**config.mk**
```make
export PLATFORM = sky130hd
export DESIGN_NAME = scsm_core
export DESIGN_NICKNAME = d
export VERILOG_FILES = /design/src/verilog/scsm_core.v
export VERILOG_INCLUDE_DIRS = /design/src /design/src/verilog
export SDC_FILE = /design/constraint.sdc
export NUM_CORES = 1
export LEC_CHECK = 0
export BUFFER_PORTS_ARGS = -buffer_cell sky130_fd_sc_hd__buf_2
export CAP_MARGIN = 20
export CORE_AREA = 8 8 128 130
export DETAILED_ROUTE_END_ITERATION = 12
export DIE_AREA = 0 0 136 138
export GPL_ROUTABILITY_DRIVEN = 1
export GPL_TIMING_DRIVEN = 0
export PLACE_DENSITY = 0.74
export SETUP_SLACK_MARGIN = 0.1
export SLEW_MARGIN = 20
export SYNTH_ARGS = -nofsm -noshare
export SYNTH_HDL_FRONTEND = slang
export SYNTH_SLANG_ARGS = --single-unit
```
**constraint.sdc**
```tcl
create_clock -name CORE_CLK -period 2.1 [get_ports CORE_CLK]
set_clock_uncertainty 0.05 [all_clocks]
set_input_delay 0.63 -clock CORE_CLK [delete_from_list [all_inputs] [get_ports CORE_CLK]]
set_output_delay 0.63 -clock CORE_CLK [all_outputs]
set_load 0.01 [all_outputs]
```
**src/verilog/scsm_consts.vh**
```
// Constants for the safety communication state machine block
`ifndef SCSM_CONSTS_VH
`define SCSM_CONSTS_VH

// Register byte offsets
`define SCSM_OFF_CTRL     12'h000
`define SCSM_OFF_STATUS   12'h004
`define SCSM_OFF_FRAME    12'h008
`define SCSM_OFF_WDTIME   12'h00C

// Control register fields
`define SCSM_CTRL_REBOOT  0
`define SCSM_CTRL_FATAL   1
`define SCSM_CTRL_MOTOR   2
`define SCSM_CTRL_CFGTOOL 3
`define SCSM_CTRL_COMERR  4
`define SCSM_CTRL_SFERR   5
`define SCSM_CTRL_SFACK   6
`define SCSM_CTRL_BOOTOK  7

// Frame register fields (write = one received valid frame)
`define SCSM_FRM_OA       0
`define SCSM_FRM_FV       1

// State codes
`define SCSM_ST_STARTUP   3'h0
`define SCSM_ST_OPER      3'h1
`define SCSM_ST_PASSIV    3'h2
`define SCSM_ST_PASCMD    3'h3
`define SCSM_ST_REINT     3'h4
`define SCSM_ST_ACKREQ    3'h5
`define SCSM_ST_FAILSAFE  3'h6
`define SCSM_ST_CONFIG    3'h7

// Timing in ms, and clock rate in kHz
`define SCSM_DEV_WD_MS    50
`define SCSM_ACK_TIME_MS  50
`define SCSM_CLK_KHZ      100000

// AXI responses
`define SCSM_RESP_OKAY    2'h0
`define SCSM_RESP_SLVERR  2'h2

`endif

```
**src/verilog/scsm_core.v**
```verilog
// Safety communication state machine with AXI4-Lite register access
`timescale 1ns/100ps
`include "scsm_consts.vh"

// Functional notes
// - Ack request state: ack rising edge with no errors goes Operational.
// - Ack request state: fail-value command at 1 goes to passivation with command.
// - Passivation with command: command at 0 and ack request set goes to ack request.
// - Passivation with command: fatal self-test failure goes to fail-safe.
// - Passivation with command: power cycle or reboot returns to start-up.
// - Passivation with command: no error and command at 0 goes Operational.
// - Reintegration: watchdog expiry or communication error goes to module passivation.
// - Reintegration: fail-value command at 1 goes to passivation with command.
// - Ack request: ack edge while errors remain goes to reintegration.
// - Passivation with command: command 0 with errors pending goes to reintegration.
// - Any state, motor stopped: configuration tool connection enters configuration.
// - Configuration leaves only to start-up, on power cycle or reboot.
// - Reply frame built within 50 ms of safety frame reception.
// - Worst-case delay and device watchdog are both 50 ms.
// - Passivation cleared, command 0: raise ack request and enter ack request state.
// - Operational: safety function problem goes to reintegration.
// - Reintegration returns Operational only when all errors solved and acknowledged.
// - Operational: watchdog expiry or communication error goes to module passivation.
module scsm_core #(
  parameter WD_CYCLES  = (`SCSM_DEV_WD_MS * `SCSM_CLK_KHZ),
  parameter ACK_CYCLES = (`SCSM_ACK_TIME_MS * `SCSM_CLK_KHZ)
) (
  input  wire        CORE_CLK,
  input  wire        RESET,
  input  wire [11:0] S_AXI_AWADDR,
  input  wire        S_AXI_AWVALID,
  output wire        S_AXI_AWREADY,
  input  wire [31:0] S_AXI_WDATA,
  input  wire [3:0]  S_AXI_WSTRB,
  input  wire        S_AXI_WVALID,
  output wire        S_AXI_WREADY,
  output reg  [1:0]  S_AXI_BRESP,
  output reg         S_AXI_BVALID,
  input  wire        S_AXI_BREADY,
  input  wire [11:0] S_AXI_ARADDR,
  input  wire        S_AXI_ARVALID,
  output wire        S_AXI_ARREADY,
  output reg  [31:0] S_AXI_RDATA,
  output reg  [1:0]  S_AXI_RRESP,
  output reg         S_AXI_RVALID,
  input  wire        S_AXI_RREADY,
  output reg  [2:0]  SAFETY_STATE,
  output reg         OPERATOR_ACK_REQUEST,
  output reg         REPLY_FRAME_STROBE,
  output reg         WATCHDOG_EXPIRED
);

  localparam [2:0] ST_STARTUP  = `SCSM_ST_STARTUP;
  localparam [2:0] ST_OPER     = `SCSM_ST_OPER;
  localparam [2:0] ST_PASSIV   = `SCSM_ST_PASSIV;
  localparam [2:0] ST_PASCMD   = `SCSM_ST_PASCMD;
  localparam [2:0] ST_REINT    = `SCSM_ST_REINT;
  localparam [2:0] ST_ACKREQ   = `SCSM_ST_ACKREQ;
  localparam [2:0] ST_FAILSAFE = `SCSM_ST_FAILSAFE;
  localparam [2:0] ST_CONFIG   = `SCSM_ST_CONFIG;

  // AXI write side
  reg  [11:0] aw_addr_reg;
  reg         aw_held_reg;
  reg  [31:0] w_data_reg;
  reg  [3:0]  w_strb_reg;
  reg         w_held_reg;
  reg  [7:0]  ctrl_reg;
  reg  [31:0] wd_time_reg;
  reg         frame_oa_reg;
  reg         frame_fv_reg;
  reg         frame_pulse_reg;
  reg         wd_time_pulse_reg;
  reg         reboot_pulse_reg;
  wire        do_write;

  // Machine side
  reg  [2:0]  state_reg;
  reg  [2:0]  state_next;
  reg         ack_req_next;
  reg         oa_prev_reg;
  reg         fv_reg;
  reg  [31:0] wd_count_reg;
  reg  [31:0] ack_count_reg;
  reg         reply_pending_reg;
  reg         comm_err_reg;
  wire        oa_edge;
  wire        wd_fault;
  wire        errors_pending;
  wire        fatal;
  wire        cfg_entry;

  function addr_hit;
    input [11:0] addr;
    input [11:0] offset;
    begin
      addr_hit = (addr[11:2] == offset[11:2]);
    end
  endfunction

  function mapped;
    input [11:0] addr;
    begin
      mapped = addr_hit(addr, `SCSM_OFF_CTRL) | addr_hit(addr, `SCSM_OFF_STATUS) |
               addr_hit(addr, `SCSM_OFF_FRAME) | addr_hit(addr, `SCSM_OFF_WDTIME);
    end
  endfunction

  assign S_AXI_AWREADY = ~aw_held_reg & ~S_AXI_BVALID;
  assign S_AXI_WREADY  = ~w_held_reg & ~S_AXI_BVALID;
  assign S_AXI_ARREADY = ~S_AXI_RVALID;
  assign do_write      = aw_held_reg & w_held_reg & ~S_AXI_BVALID;

  // Address and data are taken in either order and answered once both are in
  always @(posedge CORE_CLK) begin
    if (RESET) begin
      aw_held_reg       <= 1'b0;
      w_held_reg        <= 1'b0;
      aw_addr_reg       <= 12'h000;
      w_data_reg        <= 32'h0000_0000;
      w_strb_reg        <= 4'h0;
      S_AXI_BVALID      <= 1'b0;
      S_AXI_BRESP       <= `SCSM_RESP_OKAY;
      ctrl_reg          <= 8'h00;
      wd_time_reg       <= 32'h0000_0000;
      frame_oa_reg      <= 1'b0;
      frame_fv_reg      <= 1'b0;
      frame_pulse_reg   <= 1'b0;
      wd_time_pulse_reg <= 1'b0;
      reboot_pulse_reg  <= 1'b0;
    end else begin
      frame_pulse_reg   <= 1'b0;
      wd_time_pulse_reg <= 1'b0;
      reboot_pulse_reg  <= 1'b0;
      if (S_AXI_AWVALID && S_AXI_AWREADY) begin
        aw_held_reg <= 1'b1;
        aw_addr_reg <= S_AXI_AWADDR;
      end
      if (S_AXI_WVALID && S_AXI_WREADY) begin
        w_held_reg <= 1'b1;
        w_data_reg <= S_AXI_WDATA;
        w_strb_reg <= S_AXI_WSTRB;
      end
      if (do_write) begin
        aw_held_reg  <= 1'b0;
        w_held_reg   <= 1'b0;
        S_AXI_BVALID <= 1'b1;
        S_AXI_BRESP  <= mapped(aw_addr_reg) ? `SCSM_RESP_OKAY : `SCSM_RESP_SLVERR;
        if (addr_hit(aw_addr_reg, `SCSM_OFF_CTRL) && w_strb_reg[0]) begin
          // Reboot bit is a command, never stored
          ctrl_reg         <= w_data_reg[7:0] & 8'hFE;
          reboot_pulse_reg <= w_data_reg[`SCSM_CTRL_REBOOT];
        end
        if (addr_hit(aw_addr_reg, `SCSM_OFF_FRAME) && w_strb_reg[0]) begin
          frame_oa_reg    <= w_data_reg[`SCSM_FRM_OA];
          frame_fv_reg    <= w_data_reg[`SCSM_FRM_FV];
          frame_pulse_reg <= 1'b1;
        end
        if (addr_hit(aw_addr_reg, `SCSM_OFF_WDTIME)) begin
          wd_time_reg       <= w_data_reg;
          wd_time_pulse_reg <= 1'b1;
        end
      end else if (S_AXI_BVALID && S_AXI_BREADY) begin
        S_AXI_BVALID <= 1'b0;
      end
    end
  end

  // Read side answers one cycle after the address is taken
  // Status packs the state, both flags and the commands of the last frame
  always @(posedge CORE_CLK) begin
    if (RESET) begin
      S_AXI_RVALID <= 1'b0;
      S_AXI_RDATA  <= 32'h0000_0000;
      S_AXI_RRESP  <= `SCSM_RESP_OKAY;
    end else if (S_AXI_ARVALID && S_AXI_ARREADY) begin
      S_AXI_RVALID <= 1'b1;
      S_AXI_RRESP  <= mapped(S_AXI_ARADDR) ? `SCSM_RESP_OKAY : `SCSM_RESP_SLVERR;
      if (addr_hit(S_AXI_ARADDR, `SCSM_OFF_CTRL))
        S_AXI_RDATA <= {24'h00_0000, ctrl_reg};
      else if (addr_hit(S_AXI_ARADDR, `SCSM_OFF_STATUS))
        S_AXI_RDATA <= {24'h00_0000, fv_reg, oa_prev_reg, WATCHDOG_EXPIRED,
                        OPERATOR_ACK_REQUEST, 1'b0, state_reg};
      else if (addr_hit(S_AXI_ARADDR, `SCSM_OFF_FRAME))
        S_AXI_RDATA <= {30'h0000_0000, frame_fv_reg, frame_oa_reg};
      else if (addr_hit(S_AXI_ARADDR, `SCSM_OFF_WDTIME))
        S_AXI_RDATA <= wd_time_reg;
      else
        S_AXI_RDATA <= 32'h0000_0000;
    end else if (S_AXI_RVALID && S_AXI_RREADY) begin
      S_AXI_RVALID <= 1'b0;
    end
  end

  // Edge test weighs the frame just taken against the one kept from before
  assign oa_edge        = frame_pulse_reg & frame_oa_reg & ~oa_prev_reg;
  assign wd_fault       = comm_err_reg | WATCHDOG_EXPIRED;
  assign errors_pending = ctrl_reg[`SCSM_CTRL_SFERR] | ctrl_reg[`SCSM_CTRL_SFACK];
  assign fatal          = ctrl_reg[`SCSM_CTRL_FATAL];
  assign cfg_entry      = ctrl_reg[`SCSM_CTRL_CFGTOOL] & ~ctrl_reg[`SCSM_CTRL_MOTOR];

  always @* begin
    state_next   = state_reg;
    ack_req_next = OPERATOR_ACK_REQUEST;
    if (reboot_pulse_reg) begin
      state_next   = ST_STARTUP;
      ack_req_next = 1'b0;
    end else if (cfg_entry) begin
      state_next   = ST_CONFIG;
    end else begin
      case (state_reg)
        ST_STARTUP: begin
          // Frames taken here only record the host's commands
          if (fatal)
            state_next = ST_FAILSAFE;
          else if (ctrl_reg[`SCSM_CTRL_BOOTOK])
            state_next = ST_PASCMD;
        end
        ST_OPER: begin
          if (fatal)
            state_next = ST_FAILSAFE;
          else if (wd_fault)
            state_next = ST_PASSIV;
          else if (fv_reg)
            state_next = ST_PASCMD;
          else if (ctrl_reg[`SCSM_CTRL_SFERR])
            state_next = ST_REINT;
        end
        ST_PASSIV: begin
          if (fatal)
            state_next = ST_FAILSAFE;
          else if (!wd_fault && fv_reg)
            state_next = ST_PASCMD;
          else if (!wd_fault) begin
            state_next   = ST_ACKREQ;
            ack_req_next = 1'b1;
          end
        end
        ST_PASCMD: begin
          if (fatal)
            state_next = ST_FAILSAFE;
          else if (wd_fault)
            state_next = ST_PASSIV;
          else if (!fv_reg && OPERATOR_ACK_REQUEST)
            state_next = ST_ACKREQ;
          else if (!fv_reg && errors_pending)
            state_next = ST_REINT;
          else if (!fv_reg)
            state_next = ST_OPER;
        end
        ST_REINT: begin
          if (fatal)
            state_next = ST_FAILSAFE;
          else if (wd_fault)
            state_next = ST_PASSIV;
          else if (fv_reg)
            state_next = ST_PASCMD;
          else if (!errors_pending)
            state_next = ST_OPER;
        end
        ST_ACKREQ: begin
          if (fatal)
            state_next = ST_FAILSAFE;
          else if (wd_fault)
            state_next = ST_PASSIV;
          else if (fv_reg)
            state_next = ST_PASCMD;
          else if (oa_edge && errors_pending) begin
            state_next   = ST_REINT;
            ack_req_next = 1'b0;
          end else if (oa_edge) begin
            state_next   = ST_OPER;
            ack_req_next = 1'b0;
          end
        end
        // Fail-safe is left by reboot or by configuration entry; configuration only by reboot
        ST_FAILSAFE: state_next = ST_FAILSAFE;
        ST_CONFIG:   state_next = ST_CONFIG;
        default:     state_next = ST_STARTUP;
      endcase
    end
  end

  always @(posedge CORE_CLK) begin
    if (RESET) begin
      state_reg            <= ST_STARTUP;
      SAFETY_STATE         <= ST_STARTUP;
      OPERATOR_ACK_REQUEST <= 1'b0;
      oa_prev_reg          <= 1'b0;
      fv_reg               <= 1'b0;
      comm_err_reg         <= 1'b0;
    end else begin
      state_reg            <= state_next;
      SAFETY_STATE         <= state_next;
      OPERATOR_ACK_REQUEST <= ack_req_next;
      comm_err_reg         <= ctrl_reg[`SCSM_CTRL_COMERR];
      if (frame_pulse_reg) begin
        oa_prev_reg <= frame_oa_reg;
        fv_reg      <= frame_fv_reg;
      end
    end
  end

  // Device watchdog restarts on each valid frame; expiry beats a budget-write clear, a frame in the same cycle beats expiry
  // The count saturates, so one silent spell raises the flag only once
  always @(posedge CORE_CLK) begin
    if (RESET) begin
      wd_count_reg     <= 32'h0000_0000;
      WATCHDOG_EXPIRED <= 1'b0;
    end else begin
      if (frame_pulse_reg)
        wd_count_reg <= 32'h0000_0000;
      else if (wd_count_reg != WD_CYCLES[31:0])
        wd_count_reg <= wd_count_reg + 32'h0000_0001;
      if (!frame_pulse_reg && wd_count_reg == WD_CYCLES[31:0] - 32'h0000_0001)
        WATCHDOG_EXPIRED <= 1'b1;
      else if (frame_pulse_reg || wd_time_pulse_reg)
        WATCHDOG_EXPIRED <= 1'b0;
    end
  end

  // Reply frame is issued next cycle, well inside the acknowledgement budget
  // The elapsed count advances only in the cycle after a frame, so it stops at 1 and cannot wrap
  always @(posedge CORE_CLK) begin
    if (RESET) begin
      reply_pending_reg  <= 1'b0;
      ack_count_reg      <= 32'h0000_0000;
      REPLY_FRAME_STROBE <= 1'b0;
    end else begin
      REPLY_FRAME_STROBE <= frame_pulse_reg;
      reply_pending_reg  <= frame_pulse_reg;
      if (frame_pulse_reg)
        ack_count_reg <= 32'h0000_0000;
      else if (reply_pending_reg && ack_count_reg != ACK_CYCLES[31:0])
        ack_count_reg <= ack_count_reg + 32'h0000_0001;
    end
  end

endmodule // scsm_core

```
Yosys cells after proc, flatten, opt, wreduce, memory -nomap -nowiden
Index checks and enable logic that the tools add are counted.
{"block": "word_totals", "wordCells": 159, "reg_bits": 170, "inputBits": 67, "output_inout_bits": 47}
{"block": "op_classes", "mux": 48, "bitwise": 24, "reduce_logical": 33, "addsub": 1, "n_eq_ne": 28}
{"operator": "$mux W32", "n": 4}
{"operator": "$mux W3", "n": 24}
{"operator": "$eq A10 B2 Y1 const B", "n": 4}
{"operator": "$add A32 B1 Y32 const B", "n": 1}
{"operator": "$eq A32 B23 Y1 const B", "n": 1}
{"operator": "$ne A32 B23 Y1 const B", "n": 1}
{"operator": "$pmux W3 S8", "n": 1}
{"operator": "$eq A10 B1 Y1 const B", "n": 2}
{"operator": "$logic_not A10 Y1", "n": 2}
{"operator": "$mux W1", "n": 16}
{"operator": "$ne A7 B7 Y1 const B", "n": 2}
{"operator": "$eq A3 B3 Y1 const B", "n": 4}
{"operator": "$logic_and A1 B1 Y1", "n": 12}
{"operator": "$ne A2 B2 Y1 const B", "n": 6}
{"operator": "$ne A6 B6 Y1 const B", "n": 2}
{"operator": "$not A1 Y1", "n": 9}
{"operator": "$reduce_and A9 Y1", "n": 1}
{"operator": "$or A1 B1 Y1", "n": 8}
{"operator": "$reduce_bool A2 Y1", "n": 4}
{"operator": "$reduce_or A2 Y1", "n": 4}
{"operator": "$and A1 B1 Y1", "n": 7}
{"operator": "$eq A3 B2 Y1 const B", "n": 2}
{"operator": "$reduce_and A2 Y1", "n": 3}
{"operator": "$reduce_and A6 Y1", "n": 1}
{"operator": "10 further kinds", "n": 13}

Logic depth before layout (Yosys ltp)
Gate-level depths: netlist of run 1.
{"block": "logic_depth", "depth_word": 9, "mapped_depth": 8, "ltp_nobuf": 6}

Worst setup path after synthesis of run 1
No wires, ideal clock.
{"block": "synth_path", "kind": "input to register", "startpoint": "input S_AXI_ARADDR[5]", "endpoint": "register S_AXI_RDATA[10]", "arrival_time_ps": 2059, "path_buffers": 2, "required_time_ps": 1986, "slack_ps": -74, "stages": 7, "setup_ps": 64, "path_cell_list": "or4_4 nor3_4 and3_4 buf_8 buf_12 a22oi_2 nor2_2"}
{"block": "synth_between", "elab_chain_len": 5, "elab_cells_between_ends": 8, "cone_classes": "eq/ne: 3; mux: 4; reduce/logical: 1"}
{"item": "start: declaration", "line_no": "scsm_core.v:40", "text": "input wire [11:0] S_AXI_ARADDR,"}
{"item": "$eq A10 B2 Y1", "line_no": "scsm_core.v:97", "text": "addr_hit = (addr[11:2] == offset[11:2]);"}
{"item": "$mux W32", "line_no": "scsm_core.v:186", "text": "else if (addr_hit(S_AXI_ARADDR, `SCSM_OFF_WDTIME))"}
{"item": "$mux W32", "line_no": "scsm_core.v:184", "text": "else if (addr_hit(S_AXI_ARADDR, `SCSM_OFF_FRAME))"}
{"item": "$mux W32", "line_no": "scsm_core.v:181", "text": "else if (addr_hit(S_AXI_ARADDR, `SCSM_OFF_STATUS))"}
{"item": "$mux W32 (*)", "line_no": "scsm_core.v:179", "text": "if (addr_hit(S_AXI_ARADDR, `SCSM_OFF_CTRL))"}
{"item": "end signal: assignment", "line_no": "scsm_core.v:180", "text": "S_AXI_RDATA <= {24'h00_0000, ctrl_reg};"}
{"item": "end signal: assignment", "line_no": "scsm_core.v:182", "text": "S_AXI_RDATA <= {24'h00_0000, fv_reg, oa_prev_reg, WATCHDOG_EXPIRED,"}
{"item": "end signal: assignment", "line_no": "scsm_core.v:185", "text": "S_AXI_RDATA <= {30'h0000_0000, frame_fv_reg, frame_oa_reg};"}
{"item": "end: declaration", "line_no": "scsm_core.v:43", "text": "output reg [31:0] S_AXI_RDATA,"}
Every way passes the cells marked *; elsewhere a longest branch is shown, timed or not.
A chain may end at the register's enable or synchronous reset.

Final worst setup path of run 1
{"block": "layout_path", "startpoint": "register aw_addr_reg[4]", "endpoint": "register wd_time_reg[31]"}
{"block": "layout_between", "elab_chain_len": 2}
{"item": "start: declaration", "line_no": "scsm_core.v:63", "text": "reg [11:0] aw_addr_reg;"}
{"item": "start signal: assignment", "line_no": "scsm_core.v:119", "text": "aw_addr_reg <= 12'h000;"}
{"item": "start signal: assignment", "line_no": "scsm_core.v:137", "text": "aw_addr_reg <= S_AXI_AWADDR;"}
{"item": "$eq A10 B2 Y1", "line_no": "scsm_core.v:97"}
{"item": "$reduce_and A2 Y1 (no line)"}
{"item": "end signal: assignment", "line_no": "scsm_core.v:160", "text": "wd_time_reg <= w_data_reg;"}
{"item": "end: declaration", "line_no": "scsm_core.v:69", "text": "reg [31:0] wd_time_reg;"}
Every way passes these cells.

==> results.md, run 1 <==
* Status: completed
* Reg clk slew, reported paths at 0.06 ns
* Gr ovfl total at 0
* Vias/cell at 5.32
* Ys flop type: dfxtp_1
* Initial antenna violation count at 0
* Worst Path Arrival at 2.32 ns
* Avg Cell Area, Syn at 8.71 um^2
* Routed wire length at 17,200 um
* Row cnt at 44
* Synth top cells by count: nand2_1, dfxtp_1, a21oi_1
* Global-route wire length before repair at 28,000 um
* R2R depth at 7
* Slew HR at 58.0%
* Slew Limit Fails at 0
* Post-CTS Hold Buffers at 0
* I/O pin count at 114
* Vias in the first global route at 5,805
* Post-synthesis register bit count at 166
* Family with the most delay on the worst path: simple AND/OR/NAND/NOR gates
* Root buf cell: clkbuf_16
* Drt drc at 0
* Max Freq at 496 MHz
* Core area at 14,300 um^2
* Final antenna diode count at 0
* Critical path class: reg -> reg
* WHS Path Cells at 3
* GRT Overall Usage at 18.1%
* Peak VDD IR at 618 uV
* CTS tree: done
* Crit-path max cell delay at 0.55 ns
* Share of cells above drive strength 1 at 25.3%
* Req. time, crit path at 2.40 ns
* Cell count after synthesis at 804
* Via count at 5,997
* Crit share post-route at 96.1%
* Synthesis Warnings at 0
* WP buf/inv at 2
* CTS HTree Levels at 4
* Nets@finish at 1,001
* Fillers at 1,327
* Die width at 136 um
* Initial Utilization at 48.9%
* Pwr Density at 875 nW/um^2
* Area post-placement at 7750 um^2
* HPWL Detailed at 12,200 um
* Largest net degree at the start of global routing at 17
* DRT Pass-1 Iters at 5
* RSZ-0062 raised after global routing: true
* Ranking of synthesized cells by area: dfxtp_1, nand2_1, a21oi_1
* Most numerous cell in the Yosys netlist: nand2_1
* Syn-to-layout area delta at 21.8%
* Max cap viols at 0
* Leakage at 3.38 nW
* CTS Buf Count at 17
* Hold crit path type: in -> reg
* Final Instance Area at 8530 um^2
* Worst-Margin Slew at 0.630 ns
* Setup violators final at 0
* CP max-delay cell: or4_4
* EDFF count, synth at 0
* Synth Cell Area at 7000 um^2
* Port bufs at 103
* WP depth at 7
* Latest clock arrival within the worst-skew pair at 0.42 ns
* Worst R2R Setup Slack at 0.08 ns
* Critical path launch point type: flop
* Sequential-to-total area share from yosys stat at 47.5%
* Die height at 138 um
* Critical path cell sequence: or4_4, nor3_4, and3_1, buf_6, buf_8, nand2_1, a21oi_1
* Distinct cells, synth at 61
* Post-DRT Antenna Nets at 0
* DR iter-0 viols at 389
* Die area at 18,800 um^2
* Synth top area share at 47.5%
* Fin crit period at 2.02 ns
* Yosys top cell by area: dfxtp_1
* Final Wtd Congestion at 0.917
* Clock Tree Buf Depth at 2
* Per-cell routed wire length at 15.2 um
* CP endpoint kind: flop
* Design Power at 0.00746 W
* TNS Setup at 0 ns
* # clock sinks at 166
* Hold Vio Cnt, Final at 0
* Crit Path Max Fanout at 10
* Asr flop ratio synth at 0%
[timing repair]
item                                   in CTS  in global routing
endpoints found under the hold margin       0                  0
cloned                                      0                  1
resized for setup                          11                 34
pin swaps                                   1                 11
buffers inserted                            1                  3
setup endpoints to repair                  69                 55
[power by group]
group / switching [W] / leakage (nW) / internal [W]
Combinational: 0.000565 / 1.76 / 0.000393
Clock: 0.00127 / 0.277 / 0.00189
Sequential: 0.0000888 / 1.35 / 0.00325
Total: 0.00193 / 3.38 / 0.00554
[cell usage in the layout, fill, tap and decap left out, types with 6 or more instances in the layout]
master,n
a21oi_1,82
a22oi_1,12
a22oi_2,20
and3_1,7
buf_2,103
buf_4,7
clkbuf_1,31
clkbuf_16,18
clkbuf_2,6
dfxtp_1,165
inv_1,10
mux2i_1,12
nand2_1,162
nand3_1,19
nand4_1,12
nor2_1,70
nor2_2,21
nor3_1,11
nor4_1,6
o21ai_0,8
xnor2_1,6
xor2_1,25
[stage by stage]
| stage | util, % | hold slack [ns] | worst slack, ns | std cells |
|---|---|---|---|---|
| 2_1_floorplan | - | 0.378 | -0.0737 | 805 |
| 3_3_place_gp | 54.1 | 0.387 | -0.394 | 1092 |
| 3_5_place_dp | 54.1 | 0.392 | -0.432 | 1092 |
| 4_1_cts | 58.6 | 0.376 | 0.103 | 1124 |
| 5_1_grt | 59.6 | 0.377 | 0.0249 | 1128 |
| 6_report | 59.6 | 0.386 | 0.0821 | 1128 |
[tightest hold or removal path: stages]
cell and delay [ns]:
buf_2 0.09, nand2_1 0.04, a21oi_1 0.05
[path summary, 6_finish.rpt]
path                    from               to
min reg2reg  wd_time_reg[19]  wd_time_reg[19]
max reg2reg   aw_addr_reg[4]  wd_time_reg[31]
max           aw_addr_reg[4]  wd_time_reg[31]
min          S_AXI_AWADDR[4]   aw_addr_reg[4]
[final cells by class]
class                      count  area, um^2  share of cell area [%]
multi-input combinational    572        3370                    39.5
clock buffer                  19         443                    5.19
inverter                      10        37.5                   0.440
sequential                   166        3320                    39.0
buffer                        57         399                    4.68
timing repair buffer         108         571                    6.69
clock inverter                12         155                    1.82
tap                          184         230                    2.70
[kinds of logic (layout without fill, tap and decap cells)]
logic type	Yosys count	in the layout	share of synthesized area, %
multiplexers	18	18	2.84
other	1	2	0.0536
XOR/XNOR	31	31	3.88
adder cells (fa/ha/maj)	2	2	0.357
AO/OA/AOI/OAI	157	157	15.2
flip-flops	166	166	47.5
buffers and inverters	67	206	5.70
AND/OR/NAND/NOR	362	362	24.5
[layer usage]
metal	vias to the layer above	track usage, %	share of wire [%]
met5	-	0	0
met3	23	5.33	5.8
met4	0	5.67	1.5
li1	3017	-	-
met2	165	29.6	48
met1	2792	22.3	45
Note: power is estimated with default switching activity, not from simulation.
==> run 2: changes to the inputs <==
--- a/config.mk
+++ b/config.mk
@@ -8,12 +8,11 @@
 export LEC_CHECK = 0
 export BUFFER_PORTS_ARGS = -buffer_cell sky130_fd_sc_hd__buf_2
 export CAP_MARGIN = 20
-export CORE_AREA = 8 8 128 130
+export CORE_AREA = 8 8 142 144
 export DETAILED_ROUTE_END_ITERATION = 12
-export DIE_AREA = 0 0 136 138
+export DIE_AREA = 0 0 150 152
 export GPL_ROUTABILITY_DRIVEN = 1
 export GPL_TIMING_DRIVEN = 0
-export PLACE_DENSITY = 0.74
 export SETUP_SLACK_MARGIN = 0.1
 export SLEW_MARGIN = 20
 export SYNTH_ARGS = -nofsm -noshare
==> run 2 against run 1 <==
  * Clock power is 3% lower
  * Setup slack improved by 0.016 ns
  * Sequential power barely moved
  * Power fell by 1.4%
  * Final cell count up 3.9%
  * Register-to-register slack better by 0.02 ns
  * Critical endpoint is now wd_time_reg[29]
  * Via count is 2.3% lower
  * Non-clock buffer count decreased by 2
  * Worst hold slack worse by 0.0074 ns
  * Utilization decreased by 12 points
==> results.md, run 2 (synthesis gave the netlist of run 1 again) <==
* Status: completed
* Post-DRT Antenna Nets at 0
* Pwr Density at 865 nW/um^2
* Area post-placement at 7820 um^2
* Met3 wire length at 877 um
* Row cnt at 49
* Top sig layer: met4
* HPWL Detailed at 12,800 um
* Req. time, crit path at 2.41 ns
* Critical path cell sequence: or4_4, nor3_4, and3_4, buf_6, buf_8, nand2_1, a21oi_1
* CP max-delay cell: or4_4
* Fin crit period at 2.00 ns
* Peak VDD IR at 589 uV
* Crit share post-route at 95.3%
* DRT met1 WL at 8440 um
* Core area at 17,800 um^2
* Design Power at 0.00736 W
* CP endpoint kind: flop
* Pre-CTS setup slack at -0.439 ns
* Leakage at 3.32 nW
* Initial Utilization at 39.4%
* Per-cell routed wire length at 15.1 um
* I/O pin count at 114
* RSZ-0062 raised after global routing: true
* Critical path launch point type: flop
* Hold crit path type: in -> reg
* Worst-Margin Slew at 0.706 ns
* Worst Slack Setup Final at 0.0986 ns
* # clock sinks at 166
* Latest clock arrival within the worst-skew pair at 0.43 ns
* Crit Path Max Fanout at 10
* Met2 routed WL at 8250 um
* Setup violators final at 0
* Share of cells above drive strength 1 at 24.5%
* Register area at 3320 um^2
* Drt drc at 0
* Vias in the first global route at 5,741
* Critical path class: reg -> reg
* Post-layout util at 47.9%
* Port bufs at 103
* Die area at 22,800 um^2
* Nets@finish at 999
* Placed cells at 1,138
* Commonest non-fill, non-tap cell in the layout: nand2_1
* Die height at 152 um
* Clock Tree Buf Depth at 2
* Final Instance Area at 8510 um^2
* Finished Layout Cells at 1,172
* Via count at 5,861
* Max Freq at 500 MHz
* Root buf cell: clkbuf_16
* Vias/cell at 5.00
* DRT Pass-1 Iters at 5
* Hold Vio Cnt, Final at 0
* CTS HTree Levels at 4
* DR iter-0 viols at 246
* Multi-input logic area at 3350 um^2
* Largest net degree at the start of global routing at 17
* Reg clk slew, reported paths at 0.07 ns
* Slew HR at 52.5%
* Worst R2R Setup Slack at 0.1 ns
* Syn-to-layout area delta at 21.6%
* Routed wire length at 17,700 um
* Max cap viols at 0
* Fillers at 1,775
* Final Wtd Congestion at 0.856
* Initial antenna violation count at 0
* Gr ovfl total at 0
* Global-route wire length before repair at 28,900 um
* GRT Overall Usage at 15.7%
* CTS tree: done
* CTS Buf Count at 17
* Final antenna diode count at 0
* Commonest non-fill, non-tap cells in the layout: nand2_1, dfxtp_1, buf_2
* Slew Limit Fails at 0
* Crit-path max cell delay at 0.56 ns
* Die width at 150 um
* Worst Path Arrival at 2.31 ns
-- run 2: cell count changes in the layout (fill, tap and decap cells not counted), sizes merged --
| cell | before | now |
|---|---|---|
| clkinvlp | 5 | 3 |
| clkbuf | 63 | 62 |
| clkinv | 4 | 7 |
| bufinv | 3 | 2 |
-- run 2: per-stage QoR --
stage	hold WS (ns)	TNS, ns
final	0.378	0
after global routing	0.370	0
after CTS	0.366	0
after detailed placement	0.395	-10.88
after global placement	0.391	-12.35
after floorplan	0.378	-1.45
-- run 2: layout make-up --
type | instances | share of cell area, %
Timing Repair Buffer | 106 | 6.28
Buffer | 57 | 4.65
Clock buffer | 20 | 5.37
Sequential cell | 166 | 39.0
Tap cell | 229 | 3.37
Inverter | 10 | 0.441
Clock inverter | 12 | 1.51
Multi-Input combinational cell | 572 | 39.4
-- run 2: timing repair --
item	4_1_cts	5_1_grt
hold buffers	0	0
resized for setup	11	24
pin swaps	2	1
endpoints found under the setup margin	61	56
buffers inserted	1	1
-- run 2: report_power, final --
part | leakage [nW] | total, W | internal, W | switching [W]
Combinational | 1.70 | 0.000951 | 0.000392 | 0.000559
Sequential | 1.35 | 0.00334 | 0.00325 | 0.0000913
Clock | 0.282 | 0.00307 | 0.00181 | 0.00126
Total | 3.32 | 0.00736 | 0.00545 | 0.00191
-- run 2: per-layer routing --
layer	up-vias	track usage [%]
met5	-	0
met4	0	4.76
met3	9	4.90
met2	122	24.6
met1	2727	20.1
li1	3003	-
-- run 2: path summary, 6_finish.rpt --
check / from / endpoint / depth (start not counted)
setup reg to reg: aw_addr_reg[4] / wd_time_reg[29] / 7
setup / recovery: aw_addr_reg[4] / wd_time_reg[29] / 7
hold / removal: S_AXI_WDATA[19] / w_data_reg[19] / 3
hold reg to reg: wd_time_reg[3] / S_AXI_RDATA[3] / 2
-- run 2: critical path: cells and delay by family (launching register included) --
kind / cells / cell delay (ns)
AO/OA/AOI/OAI: 1 / 0.14
buffers and inverters: 2 / 0.27
flip-flops: 1 / 0.32
AND/OR/NAND/NOR: 4 / 1.15
